==> config.mk <==
export PLATFORM = sky130hd
export DESIGN_NAME = pse_port_policy_control
export DESIGN_NICKNAME = d
export VERILOG_FILES = /design/src/adc_averager.v /design/src/pse_port_policy_control.v /design/src/shutdown_receiver.v
export VERILOG_INCLUDE_DIRS = /design/src
export SDC_FILE = /design/constraint.sdc
export NUM_CORES = 2
export LEC_CHECK = 0
export BUFFER_PORTS_ARGS = -buffer_cell sky130_fd_sc_hd__buf_2
export CAP_MARGIN = 20
export CORE_ASPECT_RATIO = 0.9
export CORE_UTILIZATION = 44
export CTS_CLUSTER_DIAMETER = 150
export DETAILED_ROUTE_END_ITERATION = 16
export GPL_ROUTABILITY_DRIVEN = 0
export PLACE_DENSITY = 0.7
export SLEW_MARGIN = 20
export SYNTH_ARGS = -nofsm -noshare
export SYNTH_HDL_FRONTEND = slang
export SYNTH_SLANG_ARGS = --single-unit
==> constraint.sdc <==
create_clock -name ref_clk -period 3.1 [get_ports ref_clk]
set_input_delay 0.155 -clock ref_clk [delete_from_list [all_inputs] [get_ports ref_clk]]
set_output_delay 0.155 -clock ref_clk [all_outputs]
set_load 0.05 [all_outputs]
==> src/pse_policy_consts.vh <==
// Constants for the port policy control block
`ifndef PSE_POLICY_CONSTS_VH
`define PSE_POLICY_CONSTS_VH
// Register offsets
`define OFS_PORT_PRIORITY_BITS 8'h15
`define OFS_GENERAL_MASK 8'h17
`define OFS_DEVICE_RESET_COMMAND 8'h1A
`define OFS_PORT_CHANNEL_MAP 8'h26
`define OFS_MULTILEVEL_PRIORITY_LOW 8'h27
`define OFS_MULTILEVEL_PRIORITY_HIGH 8'h28
`define OFS_POWER_ALLOCATION 8'h29
`define OFS_FOLDBACK_SELECT 8'h40
`define OFS_WATCHDOG 8'h1D
`define OFS_PORT_MODE 8'h12
`define OFS_POLICY_STATUS 8'h50
`define OFS_PORT_CHANNEL_MAP_HIGH 8'h51
// Field positions
`define BIT_PRIORITY_MODE_SELECT 7
`define BIT_WATCHDOG_STATUS_LOCATION 0
`define WD_DISABLE_LSB 1
// Reset values
`define RST_PORT_CHANNEL_MAP 16'hE4E4
`define RST_WD_DISABLE 4'hB
`define RST_POWER_ALLOCATION 8'hFF
`define RST_BYTE 8'h00
// Broadcast bus address
`define GLOBAL_BUS_ADDRESS 7'h7F
// Power allocation codes per 4-pair port nibble
`define ALLOC_15W 3'h0
`define ALLOC_30W 3'h1
`define ALLOC_45W 3'h2
`define ALLOC_60W 3'h3
`define ALLOC_75W 3'h4
`define ALLOC_90W 3'h5
// Class codes
`define CLASS_NONE 4'h0
`define CLASS_3 4'h3
`define CLASS_4 4'h4
`define CLASS_5D 4'hD
// Timing figures
`define CLK_FREQ_HZ 100000000
`define DEGLITCH_NS 5000
`define SHUTDOWN_BIT_NS 10000
`define IDLE_MIN_NS 200000
`define WD_TIMEOUT_MS 2000
`define START_TIMER_MS 100
`define DETECT_SAMPLES 16
`endif

==> src/adc_averager.v <==
// Per channel converter averaging with start gating
`default_nettype none
`include "pse_policy_consts.vh"
module adc_averager #(
	parameter integer SAMPLE_W = 14,
	parameter integer START_CYC = 10000000
) (
	// Clock and reset
	input wire ref_clk,
	input wire sys_rst,
	// Channel state
	input wire detecting,
	input wire powered,
	// Samples
	input wire sample_valid,
	input wire [SAMPLE_W-1:0] sample,
	// Result
	output reg result_valid,
	output reg [SAMPLE_W-1:0] result,
	output reg conv_enable
);
	reg [31:0] start_cnt;
	reg [SAMPLE_W+3:0] acc;
	reg [3:0] n;
	wire take = sample_valid && (detecting || (powered && conv_enable));
	wire [SAMPLE_W+3:0] sum = acc + {4'h0, sample};
	// Start timer gates conversions once powered
	always @(posedge ref_clk) begin
		if (sys_rst || !powered) begin
			start_cnt <= 32'h00000000;
			conv_enable <= 1'b0;
		end else if (start_cnt >= START_CYC[31:0] - 32'h00000001)
			conv_enable <= 1'b1;
		else
			start_cnt <= start_cnt + 32'h00000001;
	end
	// Sixteen sample average, continuous while powered
	always @(posedge ref_clk) begin
		if (sys_rst || !(detecting || powered)) begin
			acc <= {(SAMPLE_W+4){1'b0}};
			n <= 4'h0;
			result_valid <= 1'b0;
			result <= {SAMPLE_W{1'b0}};
		end else begin
			result_valid <= 1'b0;
			if (take) begin
				n <= n + 4'h1;
				if (n == 4'hF) begin
					result <= sum[SAMPLE_W+3:4];
					result_valid <= 1'b1;
					acc <= {(SAMPLE_W+4){1'b0}};
				end else
					acc <= sum;
			end
		end
	end
endmodule // adc_averager
`default_nettype wire

==> src/pse_port_policy_control.v <==
// Port policy control: priority shutdown, remap, watchdog, demotion
`default_nettype none
`include "pse_policy_consts.vh"
// How it works
// - Type-3 setting caps any one dual-signature pairset at Class 4.
// - Dual-signature classes of port 1 follow allocation demotion table.
// - X-D load is evaluated as class X on each pairset.
// - Writes at broadcast bus address are accepted.
// - Logical ports remap only within group 1-4 or group 5-8.
// - Remap write dropped unless all four group ports are off.
// - Invalid remap code keeps previous mapping; readback shows it.
// - Remap survives software reset; pin or power reset restores default.
// - Priority mode bit in general mask picks 1-bit or 3-bit.
// - 1-bit mode: shutdown high turns off low-priority ports.
// - 3-bit mode: per-port code, 000 highest, eight levels.
// - 3-bit mode: ports with code >= received code are disabled.
// - Shutdown input deglitched; longer pulse from idle is start bit.
// - Clock-line silence for timeout latches ports off, sets flag.
// - Flag sets even when disabled; clears by reset or zero write.
// - Disable field pattern 1011b blocks only bus_if_reset, not port latch-off; preset at power-up.
// - Detection results average sixteen converter samples.
// - Powered conversions wait for start timer, then run continuously.
// - After power good, select bit picks double or single foldback.
// - Allocation caps classification fingers: 1,3,4,5 by power.
module pse_port_policy_control #(
	parameter integer WD_CYC = `WD_TIMEOUT_MS * 100000,
	parameter integer START_CYC = `START_TIMER_MS * 100000,
	parameter [6:0] DEVICE_BUS_ADDRESS = 7'h20,
	parameter integer SAMPLE_W = 14
) (
	// Clock and reset
	input wire ref_clk,
	input wire sys_rst,
	// Register access from bus interface
	input wire [6:0] bus_address,
	input wire reg_wr,
	input wire reg_rd,
	input wire [7:0] reg_addr,
	input wire [7:0] reg_wdata,
	output reg [7:0] reg_rdata,
	output wire reg_ack,
	output reg bus_if_reset,
	// Pins from outside
	input wire scl_in,
	input wire shutdown_input,
	// Channel state and converter
	input wire [7:0] power_good,
	input wire [7:0] channel_powered,
	input wire [7:0] channel_detecting,
	input wire [7:0] dual_signature,
	input wire [3:0] requested_class_odd,
	input wire type3_config,
	input wire [7:0] sample_valid,
	input wire [8*SAMPLE_W-1:0] samples,
	// Outputs to channels
	output reg [7:0] port_off,
	output reg [7:0] double_foldback_select,
	output reg [3:0] assigned_class_odd,
	output reg [3:0] assigned_class_even,
	output reg [2:0] finger_count,
	output wire [7:0] avg_valid,
	output wire [8*SAMPLE_W-1:0] avg_result,
	output wire [7:0] conv_enable
);
	localparam integer IDLE_CYC = `IDLE_MIN_NS / 10;
	reg [7:0] port_priority_bits;
	reg [7:0] general_mask;
	reg [15:0] port_channel_map;
	reg [7:0] multilevel_priority_low;
	reg [7:0] multilevel_priority_high;
	reg [7:0] power_allocation;
	reg [7:0] port_mode;
	reg [3:0] wd_disable;
	reg watchdog_status_flag;
	reg [1:0] scl_s, sh_s;
	reg scl_prev;
	reg [31:0] wd_cnt;
	reg wd_expire;
	wire sh_level, code_valid;
	wire [2:0] sh_code;
	wire addr_ok = (bus_address == DEVICE_BUS_ADDRESS) ||
		(bus_address == `GLOBAL_BUS_ADDRESS);
	wire wr = reg_wr && addr_ok;
	wire wd_enabled = (wd_disable != `RST_WD_DISABLE);
	wire mbit = general_mask[`BIT_PRIORITY_MODE_SELECT];
	assign reg_ack = (reg_wr || reg_rd) && addr_ok;
	// Pin synchronisers
	always @(posedge ref_clk) begin
		if (sys_rst) begin
			scl_s <= 2'b11;
			sh_s <= 2'b00;
		end else begin
			scl_s <= {scl_s[0], scl_in};
			sh_s <= {sh_s[0], shutdown_input};
		end
	end
	shutdown_receiver u_rx (
		.ref_clk(ref_clk),
		.sys_rst(sys_rst),
		.shutdown_sync(sh_s[1]),
		.level_high(sh_level),
		.code_valid(code_valid),
		.code(sh_code)
	);
	// Remap validity: each group's four codes must be a permutation
	function map_ok;
		input [7:0] m;
		reg [3:0] seen;
		begin
			seen = 4'h0;
			seen[m[1:0]] = 1'b1;
			seen[m[3:2]] = 1'b1;
			seen[m[5:4]] = 1'b1;
			seen[m[7:6]] = 1'b1;
			map_ok = (seen == 4'hF);
		end
	endfunction
	// Register writes; software reset command leaves map alone
	always @(posedge ref_clk) begin
		if (sys_rst) begin
			port_priority_bits <= `RST_BYTE;
			general_mask <= `RST_BYTE;
			port_channel_map <= `RST_PORT_CHANNEL_MAP;
			multilevel_priority_low <= `RST_BYTE;
			multilevel_priority_high <= `RST_BYTE;
			power_allocation <= `RST_POWER_ALLOCATION;
			double_foldback_select <= `RST_BYTE;
			port_mode <= `RST_BYTE;
			wd_disable <= `RST_WD_DISABLE;
		end else if (wr) begin
			if (reg_addr == `OFS_PORT_PRIORITY_BITS)
				port_priority_bits <= reg_wdata;
			else if (reg_addr == `OFS_GENERAL_MASK)
				general_mask <= reg_wdata;
			else if (reg_addr == `OFS_DEVICE_RESET_COMMAND) begin
				port_priority_bits <= `RST_BYTE;
				general_mask <= `RST_BYTE;
				multilevel_priority_low <= `RST_BYTE;
				multilevel_priority_high <= `RST_BYTE;
				power_allocation <= `RST_POWER_ALLOCATION;
				double_foldback_select <= `RST_BYTE;
				port_mode <= `RST_BYTE;
			end else if (reg_addr == `OFS_PORT_CHANNEL_MAP) begin
				// Low byte group 1-4, high byte group 5-8
				if (port_mode[3:0] == 4'h0 && map_ok(reg_wdata))
					port_channel_map[7:0] <= reg_wdata;
			end else if (reg_addr == `OFS_PORT_CHANNEL_MAP_HIGH) begin
				if (port_mode[7:4] == 4'h0 && map_ok(reg_wdata))
					port_channel_map[15:8] <= reg_wdata;
			end else if (reg_addr == `OFS_MULTILEVEL_PRIORITY_LOW)
				multilevel_priority_low <= reg_wdata;
			else if (reg_addr == `OFS_MULTILEVEL_PRIORITY_HIGH)
				multilevel_priority_high <= reg_wdata;
			else if (reg_addr == `OFS_POWER_ALLOCATION)
				power_allocation <= reg_wdata;
			else if (reg_addr == `OFS_FOLDBACK_SELECT)
				double_foldback_select <= reg_wdata;
			else if (reg_addr == `OFS_PORT_MODE)
				port_mode <= reg_wdata;
			else if (reg_addr == `OFS_WATCHDOG)
				wd_disable <= reg_wdata[`WD_DISABLE_LSB+3:`WD_DISABLE_LSB];
		end
	end
	// Register readback; unmapped reads zero
	always @* begin
		reg_rdata = 8'h00;
		if (reg_addr == `OFS_PORT_PRIORITY_BITS)
			reg_rdata = port_priority_bits;
		else if (reg_addr == `OFS_GENERAL_MASK)
			reg_rdata = general_mask;
		else if (reg_addr == `OFS_PORT_CHANNEL_MAP)
			reg_rdata = port_channel_map[7:0];
		else if (reg_addr == `OFS_PORT_CHANNEL_MAP_HIGH)
			reg_rdata = port_channel_map[15:8];
		else if (reg_addr == `OFS_MULTILEVEL_PRIORITY_LOW)
			reg_rdata = multilevel_priority_low;
		else if (reg_addr == `OFS_MULTILEVEL_PRIORITY_HIGH)
			reg_rdata = multilevel_priority_high;
		else if (reg_addr == `OFS_POWER_ALLOCATION)
			reg_rdata = power_allocation;
		else if (reg_addr == `OFS_FOLDBACK_SELECT)
			reg_rdata = double_foldback_select;
		else if (reg_addr == `OFS_PORT_MODE)
			reg_rdata = port_mode;
		else if (reg_addr == `OFS_WATCHDOG)
			reg_rdata = {3'h0, wd_disable, watchdog_status_flag};
		else if (reg_addr == `OFS_POLICY_STATUS)
			reg_rdata = port_off;
	end
	// Bus watchdog: count clock-line silence
	always @(posedge ref_clk) begin
		if (sys_rst) begin
			scl_prev <= 1'b1;
			wd_cnt <= 32'h00000000;
			wd_expire <= 1'b0;
		end else begin
			scl_prev <= scl_s[1];
			wd_expire <= 1'b0;
			if (scl_prev != scl_s[1])
				wd_cnt <= 32'h00000000;
			else if (wd_cnt == WD_CYC[31:0] - 32'h00000001) begin
				wd_cnt <= 32'h00000000;
				wd_expire <= 1'b1;
			end else
				wd_cnt <= wd_cnt + 32'h00000001;
		end
	end
	// Watchdog flag: set wins over software clear
	always @(posedge ref_clk) begin
		if (sys_rst) begin
			watchdog_status_flag <= 1'b0;
			bus_if_reset <= 1'b0;
		end else begin
			bus_if_reset <= wd_expire && wd_enabled;
			if (wd_expire)
				watchdog_status_flag <= 1'b1;
			else if (wr && reg_addr == `OFS_WATCHDOG &&
				!reg_wdata[`BIT_WATCHDOG_STATUS_LOCATION])
				watchdog_status_flag <= 1'b0;
		end
	end
	// Shutdown decisions; latch off until port mode rewritten
	integer p;
	reg [7:0] next_port_off;
	// One 3-bit code per nibble, one nibble per 4-pair port
	wire [15:0] mlvl = {multilevel_priority_high, multilevel_priority_low};
	always @* begin
		next_port_off = port_off;
		if (wd_expire)
			next_port_off = 8'hFF;
		for (p = 0; p < 8; p = p + 1) begin
			if (!mbit && sh_level && port_priority_bits[p])
				next_port_off[p] = 1'b1;
			// Both channels of a port share its code
			if (mbit && code_valid && mlvl[(p/2)*4 +: 3] >= sh_code)
				next_port_off[p] = 1'b1;
		end
		if (wr && reg_addr == `OFS_PORT_MODE)
			next_port_off = 8'h00;
	end
	always @(posedge ref_clk) begin
		if (sys_rst)
			port_off <= 8'h00;
		else
			port_off <= next_port_off;
	end
	// Dual signature demotion and finger cap, port 1 pair
	wire [2:0] alloc = power_allocation[2:0];
	reg [3:0] pd_cls;
	always @(posedge ref_clk) begin
		if (sys_rst) begin
			assigned_class_odd <= `CLASS_NONE;
			assigned_class_even <= `CLASS_NONE;
			finger_count <= 3'h1;
			pd_cls <= `CLASS_3;
		end else begin
			pd_cls <= requested_class_odd;
			finger_count <= (alloc == `ALLOC_15W) ? 3'h1 :
				(alloc == `ALLOC_30W || alloc == `ALLOC_45W) ? 3'h3 :
				(alloc == `ALLOC_90W) ? 3'h5 : 3'h4;
			if (!dual_signature[0]) begin
				assigned_class_odd <= pd_cls;
				assigned_class_even <= pd_cls;
			end else if (alloc == `ALLOC_15W) begin
				assigned_class_odd <= `CLASS_3;
				assigned_class_even <= `CLASS_NONE;
			end else if (pd_cls == `CLASS_3) begin
				assigned_class_odd <= `CLASS_3;
				assigned_class_even <= `CLASS_3;
			end else if (alloc == `ALLOC_30W) begin
				assigned_class_odd <= `CLASS_4;
				assigned_class_even <= `CLASS_NONE;
			end else if (alloc == `ALLOC_45W) begin
				assigned_class_odd <= `CLASS_4;
				assigned_class_even <= `CLASS_3;
			end else if (pd_cls == `CLASS_4 || alloc == `ALLOC_60W ||
				type3_config) begin
				assigned_class_odd <= `CLASS_4;
				assigned_class_even <= `CLASS_4;
			end else if (alloc == `ALLOC_75W) begin
				assigned_class_odd <= `CLASS_5D;
				assigned_class_even <= `CLASS_4;
			end else begin
				assigned_class_odd <= `CLASS_5D;
				assigned_class_even <= `CLASS_5D;
			end
		end
	end
	// Per channel averaging and start gating
	genvar g;
	generate
		for (g = 0; g < 8; g = g + 1) begin : ch
			adc_averager #(
				.SAMPLE_W(SAMPLE_W),
				.START_CYC(START_CYC)
			) u_avg (
				.ref_clk(ref_clk),
				.sys_rst(sys_rst),
				.detecting(channel_detecting[g]),
				.powered(channel_powered[g] && power_good[g]),
				.sample_valid(sample_valid[g]),
				.sample(samples[g*SAMPLE_W +: SAMPLE_W]),
				.result_valid(avg_valid[g]),
				.result(avg_result[g*SAMPLE_W +: SAMPLE_W]),
				.conv_enable(conv_enable[g])
			);
		end
	endgenerate
endmodule // pse_port_policy_control
`default_nettype wire

==> src/shutdown_receiver.v <==
// Deglitch and serial code receiver for the shutdown input
`default_nettype none
`include "pse_policy_consts.vh"
module shutdown_receiver #(
	parameter integer DEGLITCH_CYC = (`DEGLITCH_NS + 9) / 10,
	parameter integer BIT_CYC = `SHUTDOWN_BIT_NS / 10
) (
	// Clock and reset
	input wire ref_clk,
	input wire sys_rst,
	// Synchronised input
	input wire shutdown_sync,
	// Results
	output reg level_high,
	output reg code_valid,
	output reg [2:0] code
);
	localparam [3:0] ST_IDLE = 4'b0001;
	localparam [3:0] ST_START = 4'b0010;
	localparam [3:0] ST_BITS = 4'b0100;
	localparam [3:0] ST_WAIT = 4'b1000;
	reg [3:0] state;
	reg [15:0] filt_cnt;
	reg [15:0] bit_cnt;
	reg [1:0] bit_idx;
	reg [2:0] shift;
	reg filt_prev;
	// Deglitch filter: level taken only after a stable run
	always @(posedge ref_clk) begin
		if (sys_rst) begin
			filt_cnt <= 16'h0000;
			level_high <= 1'b0;
			filt_prev <= 1'b0;
		end else begin
			filt_prev <= shutdown_sync;
			if (shutdown_sync != filt_prev)
				filt_cnt <= 16'h0000;
			else if (filt_cnt >= DEGLITCH_CYC[15:0] - 16'h0001)
				level_high <= shutdown_sync;
			else
				filt_cnt <= filt_cnt + 16'h0001;
		end
	end
	// Frame receiver: start bit then three code bits, MSB first
	always @(posedge ref_clk) begin
		if (sys_rst) begin
			state <= ST_IDLE;
			bit_cnt <= 16'h0000;
			bit_idx <= 2'h0;
			shift <= 3'h0;
			code_valid <= 1'b0;
			code <= 3'h0;
		end else begin
			code_valid <= 1'b0;
			case (state)
			ST_IDLE: begin
				if (level_high) begin
					state <= ST_START;
					bit_cnt <= 16'h0000;
				end
			end
			ST_START: begin
				bit_cnt <= bit_cnt + 16'h0001;
				if (bit_cnt == BIT_CYC[15:0] + BIT_CYC[15:0] / 16'h0002) begin
					state <= ST_BITS;
					bit_cnt <= 16'h0000;
					bit_idx <= 2'h0;
					shift <= {shift[1:0], level_high};
				end
			end
			ST_BITS: begin
				bit_cnt <= bit_cnt + 16'h0001;
				if (bit_cnt == BIT_CYC[15:0] - 16'h0001) begin
					bit_cnt <= 16'h0000;
					shift <= {shift[1:0], level_high};
					bit_idx <= bit_idx + 2'h1;
					if (bit_idx == 2'h1) begin
						state <= ST_WAIT;
						code <= {shift[1:0], level_high};
						code_valid <= 1'b1;
					end
				end
			end
			ST_WAIT: begin
				if (!level_high)
					state <= ST_IDLE;
			end
			default: state <= ST_IDLE;
			endcase
		end
	end
endmodule // shutdown_receiver
`default_nettype wire

# [Word-level counts from Yosys, hierarchy flattened]
# Cells that the tools add are included.
[totals] inputBits=186 regBits=745 out_inout_bits=165
[op_classes] n_lt_le_gt_ge=21 addsub=28 reduce_logical=164 n_bitwise=24 n_mux=121 n_eq_ne=53
[ops] operator="8-bit 2-to-1 mux" count=46
[ops] operator="32-bit by 1-bit adder with 32-bit output (second input constant)" count=9
[ops] operator="32-bit by 24-bit greater-or-equal comparator with 1-bit output (second input constant)" count=8
[ops] operator="18-bit by 14-bit adder with 18-bit output" count=8
[ops] operator="18-bit 2-to-1 mux" count=8
[ops] operator="4-bit 2-to-1 mux" count=18
[ops] operator="1-bit logical AND" count=50
[ops] operator="16-bit 2-to-1 mux" count=3
[ops] operator="16-bit case mux with 3 select lines" count=1
[ops] operator="4-bit == test (second input constant)" count=10
[ops] operator="8-bit by 5-bit == test with 1-bit output (second input constant)" count=5
[ops] operator="1-bit logical OR" count=37
[ops] operator="1-bit 2-to-1 mux" count=33
[ops] operator="16-bit by 1-bit adder with 16-bit output (second input constant)" count=2
[ops] operator="4-bit by 1-bit adder with 4-bit output (second input constant)" count=8
[ops] operator="32-bit by 28-bit == test with 1-bit output (second input constant)" count=1
[ops] operator="8-bit by 6-bit == test with 1-bit output (second input constant)" count=4
[ops] operator="3-bit nonzero test" count=9
[ops] operator="8-bit by 7-bit == test with 1-bit output (second input constant)" count=3
[ops] operator="2-bit OR reduction" count=12
[ops] operator="1-bit NOT" count=21
[ops] operator="2-bit AND reduction" count=10
[ops] operator="1-bit zero test" count=18
[ops] operator="2-bit nonzero test" count=9
[ops] operator="other kinds (36)" count=78

# [Logic depth before layout (Yosys ltp)]
[logic_depth] word_depth=12 ltp_mapped=11

# [Cells and area by module]
# A second synthesis with hierarchy kept.
[unflattened] cells_unflattened=4493 area_unflattened_um2=38724.6
[by_module_without_submodules] mod="adc_averager at ch[0].u_avg ..." cells_each=431 area_each_um2=3649.8 n_inst=7
[by_module_without_submodules] mod="pse_port_policy_control" cells_each=799 area_each_um2=7166.9 n_inst=1
[by_module_without_submodules] mod="adc_averager at ch[6].u_avg" cells_each=426 area_each_um2=3668.5 n_inst=1
[by_module_without_submodules] mod="shutdown_receiver" cells_each=251 area_each_um2=2341.0 n_inst=1

# [Least setup slack after synthesis]
# OpenSTA, ideal clock, no wires.
[synth_path] path_type="input -> output" start="in reg_addr[5]" end="out reg_rdata[6]" path_slack_ps=424 path_stages=7 t_required_ps=2945 arrival_ps=2521 path_cell_list="nor4b_2 > nand3_1 > nor3_2 > nand2_1 > o21ai_0 > nor3_1 > o31ai_1"
[synth_between] elab_chain_len=12
[synth_rtl] item="start, declared" line="pse_port_policy_control.v:38" rtl="input wire [7:0] reg_addr,"
[synth_rtl] item="8-bit by 7-bit == test with 1-bit output (no line)"
[synth_rtl] item="8-bit 2-to-1 mux" line="pse_port_policy_control.v:187" rtl="else if (reg_addr == `OFS_POLICY_STATUS)"
[synth_rtl] item="8-bit 2-to-1 mux" line="pse_port_policy_control.v:185" rtl="else if (reg_addr == `OFS_WATCHDOG)"
[synth_rtl] item="8-bit 2-to-1 mux" line="pse_port_policy_control.v:183" rtl="else if (reg_addr == `OFS_PORT_MODE)"
[synth_rtl] item="8-bit 2-to-1 mux" line="pse_port_policy_control.v:181" rtl="else if (reg_addr == `OFS_FOLDBACK_SELECT)"
[synth_rtl] item="8-bit 2-to-1 mux" line="pse_port_policy_control.v:179" rtl="else if (reg_addr == `OFS_POWER_ALLOCATION)"
[synth_rtl] item="8-bit 2-to-1 mux" line="pse_port_policy_control.v:177" rtl="else if (reg_addr == `OFS_MULTILEVEL_PRIORITY_HIGH)"
[synth_rtl] item="8-bit 2-to-1 mux" line="pse_port_policy_control.v:175" rtl="else if (reg_addr == `OFS_MULTILEVEL_PRIORITY_LOW)"
[synth_rtl] item="8-bit 2-to-1 mux" line="pse_port_policy_control.v:173" rtl="else if (reg_addr == `OFS_PORT_CHANNEL_MAP_HIGH)"
[synth_rtl] item="8-bit 2-to-1 mux" line="pse_port_policy_control.v:171" rtl="else if (reg_addr == `OFS_PORT_CHANNEL_MAP)"
[synth_rtl] item="8-bit 2-to-1 mux" line="pse_port_policy_control.v:169" rtl="else if (reg_addr == `OFS_GENERAL_MASK)"
[synth_rtl] item="8-bit 2-to-1 mux *" line="pse_port_policy_control.v:167" rtl="if (reg_addr == `OFS_PORT_PRIORITY_BITS)"
[synth_rtl] item="end, declared" line="pse_port_policy_control.v:40" rtl="output reg [7:0] reg_rdata,"
# Every way passes the cells marked *; elsewhere a longest branch is shown, timed or not.

# [Worst setup path after layout]
[layout_path] start="reg ch[2].u_avg.acc[0]" end="reg ch[2].u_avg.acc[16]"
[layout_between] elab_chain_len=2
[layout_rtl] item="start, declared" line="adc_averager.v:23" rtl="reg [SAMPLE_W+3:0] acc;"
[layout_rtl] item="start signal, assigned" line="adc_averager.v:40" rtl="acc <= {(SAMPLE_W+4){1'b0}};"
[layout_rtl] item="start signal, assigned" line="adc_averager.v:51" rtl="acc <= {(SAMPLE_W+4){1'b0}};"
[layout_rtl] item="start signal, assigned" line="adc_averager.v:53" rtl="acc <= sum;"
[layout_rtl] item="18-bit by 14-bit adder with 18-bit output" line="adc_averager.v:26" rtl="wire [SAMPLE_W+3:0] sum = acc + {4'h0, sample};"
[layout_rtl] item="18-bit 2-to-1 mux" line="adc_averager.v:48" rtl="if (n == 4'hF) begin"
# Every way passes these cells.
# A chain may end at the register's enable or synchronous reset.

==> impl_metrics.csv <==
group,metric,value,unit
clocking,cts_max_level,3,
clocking,clock_latency,0.64,ns
final_layout,postLayoutCoreUtil,52.2,%
routing,totalWireLength,86700,microns
global_route,antenna_found_initial,10,
synthesis,synth_top_area_share,41.6,%
routing,via_per_inst,5.39,
die,rows,98,
synthesis,synthFlopType,"dfxtp_1",
clocking,cts.sinks,745,
die,die_w,303,microns
synthesis,synth_mux_area_share,2.08,%
critical_path,crit_arrival,3.38,ns
routing,first_pass_iters,6,
sta,slew_viol_final,0,
critical_path,r2r_slack,0.28,ns
synthesis,synth_top_area_cell,"dfxtp_1",
critical_path,required,3.66,ns
sta,grt_setup_unrepaired,"no",
synthesis,yosys_warnings,0,
final_layout,drive_gt1_share,12.9,%
clocking,cts_buffers,84,
routing,drc,0,
clocking,cts_setup_buffers,0,
synthesis,synth_compound_area_share,15.8,%
critical_path,reg2reg_depth,11,
sta,tns,0,ns
routing,wl_per_cell,15.2,microns
synthesis,yosysSeqAreaShare,41.6,%
die,die_h,273,microns
critical_path,critPathKind,"reg -> reg",
sta,post-route-min-period,2.82,ns
synthesis,synth-simple-area-share,23.8,%
critical_path,r2r-end,"ch[2].u_avg.acc[16]",
critical_path,crit_start,"ch[2].u_avg.acc[0]",
routing,vias,30800,
final_layout,final_cell_area,0.0418,sq mm
die,start_util,44.8,%
final_layout,stdcell_count,5710,
sta,skew,0.0207,ns
place,hpwlAfterDp,61800,microns
critical_path,path_max_fanout,3,
clocking,cts-root-buf,"clkbuf_16",
critical_path,rr_startpoint,"ch[2].u_avg.acc[0]",
synthesis,ys_types,93,
synthesis,synth.avg_cell_area,8.42,sq um
synthesis,yosys.area_share.adder,5.51,%
sta,hold_viol,0,
synthesis,syn_inst,4254,
status,status,"finished, final reports clean",
global_route,grt_max_degree,77,
final_layout,multiInputGateArea,0.0198,sq mm
power_and_ir_drop,leakage,0.0164,uW
clocking,clk_pin_slew,0.06,ns
sta,relSlewSlack,43.1,%
global_route,track_usage,20.5,%
final_layout,fin_nets,4926,
power_and_ir_drop,finalPower,21300,uW
final_layout,regArea,0.0149,sq mm
global_route,grt_pass1_vias,28800,
synthesis,synth_seq_cells,745,
routing,antenna_left,0,
synthesis,synth_area,0.0358,sq mm
synthesis,synth_nets,4593,
place,dpl_cell_area,0.0384,sq mm
die,coreArea,0.0801,sq mm
clocking,cts_max_path_buffers,3,
sta,max_clock_freq,0.354,GHz
worst_hold_path,hp-class,"in -> reg",
die,io_pins,351,
synthesis,synth_top_cells_by_area,"dfxtp_1 42%, nor2_1 6.4%, ha_1 5.1%",
power_and_ir_drop,p_per_area,510,mW/mm^2
place,dp.cells,5504,
critical_path,start_kind,"flop",
synthesis,synth-xor-area-share,8.11,%
global_route,grt-ovfl-total,0,
routing,drt_iter0_markers,1929,
die,dieArea,0.0826,sq mm
sta,finalSetupViolations,0,
place,port_buffers,343,
sta,worst_slew_pin_slew,0.851,ns
synthesis,async_flop_share,0,%
power_and_ir_drop,worst_ir_drop_vdd,0.352,mV
critical_path,worstSetupEndpoint,"ch[2].u_avg.acc[16]",
final_layout,nFillCells,7487,
critical_path,cp-end-kind,"flop",
final_layout,syn_to_final_growth,16.5,%
flow_run,max_cap_viol_count,0,
global_route,grt_pass1_wl,142000,microns
clocking,cts_tree,"built",
synthesis,synth-edff-count,0,
sta,fin_crit_sh,91.1,%
synthesis,synth_top_family_by_area,"simple AND/OR/NAND/NOR gates",
flip-flops by register name, indices dropped and copies added, names as in the netlist, 16 cells and up:
| name | flops |
|---|---|
| wd_cnt | 32 |
| ch.u_avg.start_cnt | 256 |
| port_channel_map | 16 |
| ch.u_avg.result | 112 |
| u_rx.bit_cnt | 16 |
| ch.u_avg.acc | 144 |
| u_rx.filt_cnt | 16 |
| ch.u_avg.n | 32 |
stage by stage:
stage               hold WS [ns]  setup WS, ns
floorplan                  0.251         0.424
global placement           0.342         0.278
detailed placement         0.353         0.242
CTS                      0.00554         0.217
global route              0.0431        0.0324
finish                    0.0354         0.277
final cells by class:
class | instances | share of cell area, %
clock inverters | 31 | 0.857
flip-flops and latches | 745 | 35.7
well taps | 1050 | 3.15
diodes | 6 | 0.0360
clock buffers | 122 | 5.91
inverters | 85 | 0.764
multi-input cells | 3238 | 47.5
repair buffers | 433 | 6.06
what timing repair did:
item,CTS,global route
resized for setup,0,1
endpoints found under the hold margin,83,0
setup endpoints to repair,0,1
hold buffers,47,0
power by group:
group | leakage, uW | internal, uW | switching, uW
logic | 0.00901 | 571 | 905
clock network | 0.00138 | 6040 | 4040
registers | 0.00602 | 9670 | 57.0
worst min-delay path by stage:
| stage | slack [ns] | endpoint | start | depth (start not counted) |
|---|---|---|---|---|
| 2_1_floorplan | 0.25 | assigned_class_even[0] | dual_signature[0] | 1 |
| 3_3_place_gp | 0.34 | scl_s[0] | scl_in | 2 |
| 3_5_place_dp | 0.35 | scl_s[0] | scl_in | 2 |
| 4_1_cts | 0.006 | ch[3].u_avg.n[0] | sample_valid[3] | 4 |
| 5_1_grt | 0.04 | ch[6].u_avg.n[0] | channel_detecting[6] | 4 |
| 6_report | 0.04 | ch[5].u_avg.start_cnt[24] | power_good[5] | 4 |
cells in the mapped netlist, drive strengths merged (22+ instances only):
library cell  count
dfxtp           745
nor2            609
nand2           418
a21oi           293
xor2            192
o21ai           166
nand3           164
ha              145
xnor2           140
clkbuf          139
nor3            119
and2             90
inv              85
nand4            81
mux2i            71
a22oi            69
and3             67
a21o             64
buf              47
nor2b            47
nor4             44
a211oi           37
a31oi            35
nand2b           34
or3              34
or2              33
o21a             29
a211o            22
kinds of logic after synthesis:
| group | after synthesis |
|---|---|
| DFF | 745 |
| muxes | 74 |
| AOI/OAI and AO/OA | 877 |
| and+or+nand+nor | 1802 |
| xor gates and xnor gates | 332 |
| buffers and inverters | 271 |
| adders and majority gates | 153 |
critical path, cell delays in order, from the launching register on:
cell and delay, ns:
dfxtp_1 0.33, ha_1 0.18, inv_1 0.06, fa_1 0.38
nor2b_1 0.18, o21a_1 0.15, o21ai_1 0.10, a311oi_2 0.27
a311o_1 0.29, o311ai_1 0.15, or4_1 0.49, a31oi_1 0.16
metal layers:
metal / track usage (%) / wire length [microns]
met1: 27.3 / 40200
met2: 32.7 / 39100
met3: 4.26 / 4690
met4: 7.19 / 2620
met5: 0 / 57
placed cells by master (no fill, tap or decap), types with 43 or more instances in the layout:
cell / netlist / layout
clkbuf_16: 0 / 85
inv_1: 85 / 85
a21oi_1: 288 / 288
buf_2: 8 / 342
nor4_1: 43 / 43
dfxtp_1: 745 / 745
ha_1: 145 / 145
nand2_1: 418 / 418
xnor2_1: 140 / 140
xor2_1: 192 / 192
nor3_1: 116 / 116
nor2_1: 607 / 605
and2_1: 89 / 89
o21ai_0: 159 / 154
nand4_1: 80 / 80
a22oi_1: 69 / 69
and3_1: 67 / 67
nor2b_1: 47 / 47
dlygate4sd3_1: 0 / 47
mux2i_1: 71 / 71
a21o_1: 64 / 64
nand3_1: 164 / 164
Note: power is estimated with default switching activity, not from simulation.
